[src/pkg/hdcr_pkg.sv]
/*
 * Constants of the heater driver configuration register bank: register
 * offsets, field positions, reset values, serial slave identity and timing.
 * Assumes a single 50 MHz clock shared by every user of this package.
 */
package hdcr_pkg;

  localparam logic [7:0] ADDR_ID = 8'h00;
  localparam logic [7:0] ADDR_LIMIT_WINDOW = 8'h01;
  localparam logic [7:0] ADDR_FINE = 8'h02;
  localparam logic [7:0] ADDR_GAIN_AUX = 8'h03;
  localparam logic [7:0] ADDR_AUX_CODE = 8'h04;
  localparam logic [7:0] ADDR_USER_ONE = 8'h05;
  localparam logic [7:0] ADDR_USER_TWO = 8'h06;
  localparam logic [7:0] ADDR_RES_ERROR = 8'h07;
  localparam logic [7:0] ADDR_CTRL = 8'h08;

  localparam int NV_FIRST = 1;
  localparam int NV_LAST = 7;

  localparam int LIMIT_LSB = 3;
  localparam int LIMIT_MSB = 7;
  localparam int WINDOW_MSB = 2;
  localparam int GAIN_MSB = 4;
  localparam int AUX_EN_BIT = 7;
  localparam int AUX_GAIN_BIT = 6;
  localparam int SEL_BIT = 7;
  localparam int BUSY_BIT = 0;

  // Volatile reset values, index 1 to 7.
  localparam logic [7:0] VOL_RESET [1:7] = '{8'h03, 8'h80, 8'h90, 8'h80, 8'h00, 8'h00, 8'h00};
  // Writable bits per register; bit 5 of the gain register and the error register are not writable.
  localparam logic [7:0] WRITE_MASK [1:7] = '{8'hff, 8'hff, 8'hdf, 8'hff, 8'hff, 8'hff, 8'h00};
  localparam logic [7:0] CTRL_RESET = 8'h00;

  localparam logic [6:0] SLAVE_ID = 7'h28;

  localparam logic [11:0] LIMIT_BASE_MV = 12'd200;
  localparam logic [11:0] LIMIT_STEP_MV = 12'd50;

  localparam int CLK_HZ = 50_000_000;
  localparam int NV_WRITE_MS = 20;
  localparam int NV_WRITE_CYCLES = NV_WRITE_MS * (CLK_HZ / 1000);

  typedef enum logic [2:0] {
    ST_IDLE = 3'b000,
    ST_ID = 3'b001,
    ST_ADDR = 3'b010,
    ST_WDATA = 3'b011,
    ST_RDATA = 3'b100
  } hdcr_state_t;

endpackage

[src/core/hdcr_heater_regs.sv]
/*
 * Register bank of the heater driver, reached by a two-wire serial slave,
 * with the heater drive comparator and the auxiliary converter controls.
 * Assumes scl and sda are already synchronous to clk_in and slow against it.
 * Each serial clock level must last at least two clk_in cycles.
 * Stored contents survive rst_n_in; only power-up restores the factory image.
 */
`timescale 1ns/10ps
module hdcr_heater_regs #(
  parameter int unsigned NV_WRITE_CYCLES = hdcr_pkg::NV_WRITE_CYCLES,
  parameter logic [7:0] DEVICE_ID = 8'h5a, // Arbitrary value.
  parameter logic [7:0] RESISTOR_ERROR = 8'h00
) (
  input wire logic clk_in,
  input wire logic rst_n_in,
  input wire logic scl_in,
  input wire logic sda_in,
  output logic sda_out,
  output logic sda_oe_out,
  input wire logic [11:0] sensed_current_input_in,
  output logic heater_drive_output_out,
  output logic [11:0] limit_threshold_mv_out,
  output logic [2:0] coarse_window_select_out,
  output logic [7:0] fine_setpoint_code_out,
  output logic [4:0] loop_gain_code_out,
  output logic aux_enable_out,
  output logic aux_gain_two_out,
  output logic [7:0] aux_code_out,
  output logic busy_out
);
  import hdcr_pkg::*;

  // Serial slave state, bit counter, shift register and register pointer.

  hdcr_state_t state_ff, nxt_state;
  logic [3:0] bit_cnt_ff, nxt_bit_cnt;
  logic [7:0] shift_ff, nxt_shift;
  logic [7:0] ptr_ff, nxt_ptr;
  logic rd_mode_ff, nxt_rd_mode;
  logic host_ack_ff, nxt_host_ack;
  logic oe_ff, nxt_oe;
  logic pend_ff, nxt_pend;
  logic [2:0] pend_addr_ff, nxt_pend_addr;
  logic [7:0] pend_data_ff, nxt_pend_data;

  // Input history for edge detection and the recall strobe after reset.
  logic scl_q_ff, sda_q_ff;
  logic recall_ff;

  // Select bit, volatile register image and registered drive outputs.
  logic sel_ff;
  logic [7:0] vol_ff [1:7];
  logic heater_ff;
  logic aux_en_ff, aux_gain_ff;
  logic [7:0] aux_code_ff;

  // Decoded bus events and register access strobes.
  logic scl_rise, scl_fall, bus_start, bus_stop;
  logic nv_busy, nv_req;
  logic [55:0] nv_image;
  logic ptr_in_nv, nv_target, byte_ok, byte_done, ack_done;
  logic vol_we, ctrl_we;
  logic [7:0] rd_byte;
  logic [11:0] limit_mv;

  // A START or STOP is a data edge while the clock stays high in both samples.
  assign scl_rise = scl_in && !scl_q_ff;
  assign scl_fall = !scl_in && scl_q_ff;
  assign bus_start = scl_in && scl_q_ff && sda_q_ff && !sda_in;
  assign bus_stop = scl_in && scl_q_ff && !sda_q_ff && sda_in;

  // Eight data bits end at the eighth fall; the acknowledge bit ends at the ninth.
  assign byte_done = scl_fall && (bit_cnt_ff == 4'd8);
  assign ack_done = scl_fall && (bit_cnt_ff == 4'd9);

  // Registers 01h to 06h have a writable stored copy; 00h, 07h and 08h do not.
  assign ptr_in_nv = (ptr_ff >= ADDR_LIMIT_WINDOW) && (ptr_ff <= ADDR_USER_TWO);
  assign nv_target = ptr_in_nv && !sel_ff;

  // Which received byte earns an acknowledge.
  assign byte_ok = (state_ff == ST_ID) ? (shift_ff[7:1] == SLAVE_ID) :
                   (state_ff == ST_ADDR) ? (shift_ff <= ADDR_CTRL) :
                   (state_ff == ST_WDATA) ? !(nv_target && (nv_busy || pend_ff)) :
                   1'b0;


  // The volatile copy takes a data byte at its acknowledge; storage waits for STOP.
  assign vol_we = byte_done && byte_ok && (state_ff == ST_WDATA);
  assign ctrl_we = vol_we && (ptr_ff == ADDR_CTRL);
  // A store starts only at the STOP that closes its own write.
  assign nv_req = bus_stop && pend_ff;

  // Reads come from the volatile side only.
  assign rd_byte = (ptr_ff == ADDR_ID) ? DEVICE_ID :
                   (ptr_ff == ADDR_CTRL) ? {sel_ff, 6'h00, nv_busy} :
                   (ptr_ff <= ADDR_RES_ERROR) ? vol_ff[ptr_ff[2:0]] :
                   8'h00;

  always_comb begin
    nxt_state = state_ff;
    nxt_bit_cnt = bit_cnt_ff;
    nxt_shift = shift_ff;
    nxt_ptr = ptr_ff;
    nxt_rd_mode = rd_mode_ff;
    nxt_host_ack = host_ack_ff;
    nxt_oe = oe_ff;
    nxt_pend = pend_ff && !nv_req;
    nxt_pend_addr = pend_addr_ff;
    nxt_pend_data = pend_data_ff;
    // The bus is held idle while the stored image is recalled.
    // A new START drops a pending store, so an abandoned write never reaches storage.
    if (recall_ff) begin
      nxt_state = ST_IDLE;
    end else if (bus_start) begin
      nxt_state = ST_ID;
      nxt_bit_cnt = 4'd0;
      nxt_oe = 1'b0;
      nxt_pend = 1'b0;
    // STOP ends any transfer; a pending store starts at the same edge.
    end else if (bus_stop) begin
      nxt_state = ST_IDLE;
      nxt_oe = 1'b0;
    end else if (state_ff != ST_IDLE) begin
      if (scl_rise) begin
        if (bit_cnt_ff < 4'd8) begin
          nxt_bit_cnt = bit_cnt_ff + 4'd1;
          if (state_ff != ST_RDATA) begin
            nxt_shift = {shift_ff[6:0], sda_in};
          end
        end else if (bit_cnt_ff == 4'd9 && state_ff == ST_RDATA) begin
          nxt_host_ack = !sda_in;
        end
      // Eighth fall: decide the acknowledge and take the byte.
      end else if (byte_done) begin
        nxt_bit_cnt = 4'd9;
        nxt_oe = 1'b0;
        if (state_ff != ST_RDATA) begin
          if (byte_ok) begin
            nxt_oe = 1'b1;
            if (state_ff == ST_ID) begin
              nxt_rd_mode = shift_ff[0];
            end else if (state_ff == ST_ADDR) begin
              nxt_ptr = shift_ff;
            end else if (nv_target) begin
              nxt_pend = 1'b1;
              nxt_pend_addr = ptr_ff[2:0];
              nxt_pend_data = shift_ff;
            end
          end else begin
            nxt_state = ST_IDLE;
            nxt_bit_cnt = 4'd0;
          end
        end
      // Ninth fall: release the wire or drive the first read bit; go to the next byte, or idle after write data or a host NACK.
      end else if (ack_done) begin
        nxt_bit_cnt = 4'd0;
        nxt_oe = 1'b0;
        if ((state_ff == ST_ID && rd_mode_ff) || (state_ff == ST_RDATA && host_ack_ff)) begin
          nxt_state = ST_RDATA;
          nxt_shift = rd_byte;
          nxt_oe = !rd_byte[7];
        end else if (state_ff == ST_ID) begin
          nxt_state = ST_ADDR;
        end else if (state_ff == ST_ADDR) begin
          nxt_state = ST_WDATA;
        end else begin
          nxt_state = ST_IDLE;
        end
      // Read bits change only while the serial clock is low.
      end else if (scl_fall && state_ff == ST_RDATA && bit_cnt_ff != 4'd0) begin
        nxt_shift = {shift_ff[6:0], 1'b0};
        nxt_oe = !shift_ff[6];
      end
    end
  end

  always_ff @(posedge clk_in) begin
    if (!rst_n_in) begin
      state_ff <= ST_IDLE;
      bit_cnt_ff <= 4'd0;
      shift_ff <= 8'h00;
      ptr_ff <= 8'h00;
      rd_mode_ff <= 1'b0;
      host_ack_ff <= 1'b0;
      oe_ff <= 1'b0;
      pend_ff <= 1'b0;
      pend_addr_ff <= 3'h0;
      pend_data_ff <= 8'h00;
    end else begin
      state_ff <= nxt_state;
      bit_cnt_ff <= nxt_bit_cnt;
      shift_ff <= nxt_shift;
      ptr_ff <= nxt_ptr;
      rd_mode_ff <= nxt_rd_mode;
      host_ack_ff <= nxt_host_ack;
      oe_ff <= nxt_oe;
      pend_ff <= nxt_pend;
      pend_addr_ff <= nxt_pend_addr;
      pend_data_ff <= nxt_pend_data;
    end
  end

  always_ff @(posedge clk_in) begin
    if (!rst_n_in) begin
      scl_q_ff <= 1'b1;
      sda_q_ff <= 1'b1;
      recall_ff <= 1'b1;
    end else begin
      scl_q_ff <= scl_in;
      sda_q_ff <= sda_in;
      recall_ff <= 1'b0;
    end
  end

  // The select bit is volatile only and never recalled.
  always_ff @(posedge clk_in) begin
    if (!rst_n_in) begin
      sel_ff <= CTRL_RESET[SEL_BIT];
    end else if (ctrl_we) begin
      sel_ff <= shift_ff[SEL_BIT];
    end
  end

  // Each volatile register is reset, recalled or written by the bus, in that order.
  // Masked bits keep their old value on a bus write, but a recall loads the whole stored byte unmasked.
  genvar i;
  generate
    for (i = NV_FIRST; i <= NV_LAST; i++) begin : g_vol
      always_ff @(posedge clk_in) begin
        if (!rst_n_in) begin
          vol_ff[i] <= VOL_RESET[i];
        end else if (recall_ff) begin
          vol_ff[i] <= nv_image[(i - 1) * 8 +: 8];
        end else if (vol_we && ptr_ff == 8'(i)) begin
          vol_ff[i] <= (shift_ff & WRITE_MASK[i]) | (vol_ff[i] & ~WRITE_MASK[i]);
        end
      end
    end
  endgenerate

  // Stored copy of registers 01h to 07h and the store timer behind the busy flag.
  hdcr_nv_store #(
    .WRITE_CYCLES(NV_WRITE_CYCLES),
    .RESISTOR_ERROR(RESISTOR_ERROR)
  ) u_nv_store (
    .clk_in(clk_in),
    .rst_n_in(rst_n_in),
    .wr_req_in(nv_req),
    .wr_addr_in(pend_addr_ff),
    .wr_data_in(pend_data_ff),
    .busy_out(nv_busy),
    .image_out(nv_image)
  );

  // Trip threshold as a voltage drop below supply, in millivolts.
  assign limit_mv = LIMIT_BASE_MV + 12'(vol_ff[1][LIMIT_MSB:LIMIT_LSB]) * LIMIT_STEP_MV;

  always_ff @(posedge clk_in) begin
    if (!rst_n_in) begin
      heater_ff <= 1'b0;
      aux_en_ff <= 1'b0;
      aux_gain_ff <= 1'b0;
      aux_code_ff <= 8'h00;
    end else begin
      // The drop across the sense resistor beyond the limit means the pin is below threshold.
      heater_ff <= (sensed_current_input_in > limit_mv);
      aux_en_ff <= vol_ff[3][AUX_EN_BIT];
      aux_gain_ff <= vol_ff[3][AUX_EN_BIT] && vol_ff[3][AUX_GAIN_BIT];
      aux_code_ff <= vol_ff[3][AUX_EN_BIT] ? vol_ff[4] : 8'h00;
    end
  end

  // The data pin is open drain: it only ever pulls low, under sda_oe_out.
  assign sda_out = 1'b0;
  assign sda_oe_out = oe_ff;
  assign heater_drive_output_out = heater_ff;
  assign limit_threshold_mv_out = limit_mv;
  assign coarse_window_select_out = vol_ff[1][WINDOW_MSB:0];
  assign fine_setpoint_code_out = vol_ff[2];
  assign loop_gain_code_out = vol_ff[3][GAIN_MSB:0];
  assign aux_enable_out = aux_en_ff;
  assign aux_gain_two_out = aux_gain_ff;
  assign aux_code_out = aux_code_ff;
  assign busy_out = nv_busy;

endmodule

[src/core/hdcr_nv_store.sv]
/*
 * Non-volatile copy of registers 1 to 7 with its timed write cycle.
 * Assumes the caller only requests a write while busy is low.
 */
`timescale 1ns/10ps
module hdcr_nv_store #(
  parameter int unsigned WRITE_CYCLES = hdcr_pkg::NV_WRITE_CYCLES,
  parameter logic [7:0] RESISTOR_ERROR = 8'h00
) (
  input wire logic clk_in,
  input wire logic rst_n_in,
  input wire logic wr_req_in,
  input wire logic [2:0] wr_addr_in,
  input wire logic [7:0] wr_data_in,
  output logic busy_out,
  output logic [55:0] image_out
);
  import hdcr_pkg::*;

  // Contents survive reset; only power-up gives the factory image.
  logic [7:0] mem_ff [1:7] = '{VOL_RESET[1], VOL_RESET[2], VOL_RESET[3], VOL_RESET[4],
                               VOL_RESET[5], VOL_RESET[6], RESISTOR_ERROR};
  logic [19:0] count_ff;
  logic [19:0] nxt_count;
  logic start_wr;

  assign start_wr = wr_req_in && (count_ff == 20'h0_0000);
  assign busy_out = (count_ff != 20'h0_0000);

  always_comb begin
    nxt_count = count_ff;
    if (start_wr) begin
      nxt_count = 20'(WRITE_CYCLES);
    end else if (count_ff != 20'h0_0000) begin
      nxt_count = count_ff - 20'h0_0001;
    end
  end

  always_ff @(posedge clk_in) begin
    if (!rst_n_in) begin
      count_ff <= 20'h0_0000;
    end else begin
      count_ff <= nxt_count;
    end
  end

  always_ff @(posedge clk_in) begin
    if (start_wr && (wr_addr_in != 3'h0) && (wr_addr_in != 3'h7)) begin
      mem_ff[wr_addr_in] <= wr_data_in;
    end
  end

  genvar i;
  generate
    for (i = NV_FIRST; i <= NV_LAST; i++) begin : g_image
      assign image_out[(i - 1) * 8 +: 8] = mem_ff[i];
    end
  endgenerate

endmodule

[config.mk]
export PLATFORM = sky130hd
export DESIGN_NAME = hdcr_heater_regs
export DESIGN_NICKNAME = d
export VERILOG_FILES = /design/src/pkg/hdcr_pkg.sv /design/src/core/hdcr_heater_regs.sv /design/src/core/hdcr_nv_store.sv
export SDC_FILE = /design/constraint.sdc
export NUM_CORES = 1
export LEC_CHECK = 0
export BUFFER_PORTS_ARGS = -buffer_cell sky130_fd_sc_hd__buf_2
export CAP_MARGIN = 20
export CORE_ASPECT_RATIO = 1.1
export CORE_MARGIN = 5
export CORE_UTILIZATION = 55
export DETAILED_ROUTE_END_ITERATION = 10
export PLACE_DENSITY = 0.88
export SYNTH_ARGS = -nofsm -noshare
export SYNTH_HDL_FRONTEND = slang
export SYNTH_HIERARCHICAL = 1
export SYNTH_SLANG_ARGS = --single-unit
[constraint.sdc]
create_clock -name clk_in -period 3.35 [get_ports clk_in]
set_input_delay 0.67 -clock clk_in [delete_from_list [all_inputs] [get_ports clk_in]]
set_output_delay 0.67 -clock clk_in [all_outputs]
set_load 0.005 [all_outputs]
==> results.cfg <==
[synth]
yosysTopAreaCell = edfxtp_1
synth_top_flop_cell = edfxtp_1
syn-mean-instance-area_um2 = 11.0
synth_edf_count = 112
synth_top_area_share_pct = 37.1
yosys-top-cells-count = 114 x nand2_1, 112 x edfxtp_1, 76 x dfxtp_1, 49 x o21ai_0, 36 x inv_1
synth_cell_types = 76
yosysMostFrequentCell = nand2_1
synthesis.instances = 827
synth-async-reset-ratio_pct = 0
ys_seq_area_share_pct = 53.8
ys_ff_latch = 188
ys.warnings.count = 6
synth.area.top_cells = edfxtp_1 37%, dfxtp_1 17%, nand2_1 4.7%
synth_area_mm2 = 0.00907

[global_routing]
grt_overflow = 0
antenna_found_initial = 0
grt_max_degree = 81
grt_pass1_vias = 6830
track_usage_pct = 25.5
grt_pass1_wl_um = 37300

[layout]
num-nets-final = 961
fin_util_pct = 65.7
drive_gt1_share_pct = 23.4
n_antenna_cell = 0
area_growth_pct = 18.1

[sta]
timing.final.crit_share_pct = 109
layout_setup_ws_ns = -0.294
clock.fmax_mhz = 274
finalCriticalPeriod_ns = 3.64
hold_violations = 0
whs_ns = 0.488
finalSetupViolations = 6
rsz0062_at_grt = yes
finalSetupTns_ns = -1.37
fin_skew_ns = 0.0154
max_slew_margin_pct = 40.3
final_max_slew_viol_count = 0
tightestPinTransition_ns = 0.872

[placement]
dp_hpwl_um = 15900
gp_congestion = 0.958
io_buffers = 55
post-place-ws_ns = -0.224

[hold_path]
hold_path.class = flip-flop to flip-flop
hold_depth = 2

[worst_setup_path]
critPathMaxFanout = 2
cp.depth = 12
cp_slowest_stage_delay_ns = 0.43
crit_arrival_ns = 2.97
ff2ff_path_depth = 16
cp_top_family = adder cells
critPathCaptureType = output port
worst-endpoint-required_ns = 2.68
critPathSlowestCell = edfxtp_1
critPathBufInv = 4
crit_chain = buf_6 -> ha_4 -> ha_4 -> ha_4 -> inv_2 -> fa_2 -> o21ba_4 -> xnor2_2 -> and3_4 -> buf_6 -> xnor2_2 -> buf_2
cpMostUsedCell = ha_4
cp-start-kind = flip-flop
critPathKind = flip-flop to output port

[clock_network]
h-tree-depth = 4
cts_hold_buf = 0
root_buffer = clkbuf_16
cts.reportedPaths.clkPinSlew_ns = 0.08
cts_tree = done
clk-insertion-delay-late_ns = 0.44
cts_num_sinks = 188
cts_inserted_buffers = 17
cts_buffer_depth = 2

[floorplan]
initial_core_util_pct = 55.6
ios = 58
die_area_mm2 = 0.0192
rows = 49
die_h_um = 145
core-area_mm2 = 0.0163
fp.dieW_um = 132

[detailed_routing]
drt_iter0_drc = 752
vias_per_cell = 6.29
post_drt_wl_per_cell_um = 21.7
vias = 7094
postRouteAntennaNets = 0
drc = 0
detail_route.first_pass.iterations = 7
wirelength_um = 24500

[flow_run]
maxCapViolations = 0

[pwr]
p_per_area_mw_per_mm2 = 562
ir_drop_uv = 588
p_leak_nw = 4.30

[run_status]
failed_checks = setup timing
status = finished, violations left
==> report_power, final <==
group / leakage, nW / switching, W / internal [W]
Combinational: 2.12 / 0.000669 / 0.000552
Sequential: 1.88 / 0.000139 / 0.00257
Clock: 0.299 / 0.000959 / 0.00114
==> cell type report <==
| type | count | area, µm² |
|---|---|---|
| timing repair buffer | 110 | 714 |
| sequential | 188 | 4880 |
| multi-input combinational | 557 | 4100 |
| tap | 204 | 255 |
| inverter | 37 | 141 |
| clock inverter | 15 | 199 |
| clock buffer | 17 | 425 |
| fill | 1119 | 5590 |
==> timing repair <==
action                                  4_1_cts  5_1_grt
gates resized for setup                      36       11
cloned                                        0        0
pin swaps                                    15        5
setup buffers                                12        2
endpoints found under the setup margin        7        7
hold endpoints to repair                      0        0
==> worst reg2reg max path, cell delays in order, from the launching register on <==
cell and delay, ns:
edfxtp_1 0.43, buf_6 0.15, ha_4 0.21, ha_4 0.27
ha_4 0.14, inv_2 0.04, fa_2 0.37, o21ba_4 0.22
xnor2_2 0.17, and3_4 0.23, buf_4 0.11, xor2_1 0.20
ha_1 0.28, nor2b_1 0.18, o21ai_2 0.15, nand2_1 0.06
o311a_1 0.28
==> path summary, 6_finish.rpt <==
check                              startpoint  slack, ns                         end
worst max-delay path             vol_ff[1][4]      -0.29  limit_threshold_mv_out[10]
worst min-delay path            bit_cnt_ff[1]       0.49               bit_cnt_ff[1]
worst max register to register   vol_ff[1][4]      -0.25     heater_drive_output_out
worst min register to register  bit_cnt_ff[1]       0.49               bit_cnt_ff[1]
==> per-stage QoR <==
stage	std cells	area, µm²	total power (W)
global route	1128	10700	0.00629
global placement	1082	9720	0.00384
CTS	1126	10600	0.00600
finish	1128	10700	0.00603
floorplan	835	9140	0.00355
detailed placement	1082	9720	0.00389
==> routing by layer <==
metal | global-route usage (%) | share of wire, % | up-vias
li1 | - | - | 3204
met2 | 44.2 | 50 | 457
met1 | 29.9 | 37 | 3341
met5 | 0 | 0 | -
met4 | 14.6 | 5.3 | 0
met3 | 5.12 | 8.2 | 92
==> state kept, by name, summed over array words and instances, names as in the netlist, named ones only <==
signal                   cells
sda_q_ff                     1
scl_q_ff                     1
heater_drive_output_out      1
u_nv_store/count_ff         20
pend_addr_ff                 3
sel_ff                       1
aux_code_out                 8
aux_enable_out               1
sda_oe_out                   1
shift_ff                     8
ptr_ff                       8
bit_cnt_ff                   4
state_ff                     3
vol_ff                      56
rd_mode_ff                   1
u_nv_store/mem_ff           56
host_ack_ff                  1
pend_ff                      1
aux_gain_two_out             1
pend_data_ff                 8
recall_ff                    1
==> logic make-up after synthesis <==
family                   after synthesis  synth area share [%]
AND/OR/NAND/NOR                      288                  17.1
flip-flops                           188                  53.8
AO/OA/AOI/OAI                        174                  13.1
buffers and inverters                 90                  4.54
multiplexers                          35                  5.02
adder cells (fa/ha/maj)               34                  4.77
XOR/XNOR                              16                  1.54
other                                  2                0.0828
==> cells in the final DEF, fill, tap and decap left out, drive strengths merged, types with 13 or more instances in the layout <==
| cell type | synthesis | layout |
|---|---|---|
| nand2 | 114 | 114 |
| edfxtp | 112 | 112 |
| buf | 28 | 110 |
| dfxtp | 76 | 76 |
| o21ai | 50 | 50 |
| inv | 37 | 43 |
| nor2 | 33 | 33 |
| ha | 33 | 33 |
| and3 | 28 | 28 |
| mux2i | 26 | 26 |
| a21oi | 23 | 23 |
| nand3 | 20 | 20 |
| nor3 | 19 | 19 |
| clkbuf | 25 | 17 |
| a211oi | 13 | 13 |
No activity file was read; power rests on OpenSTA's default activity.
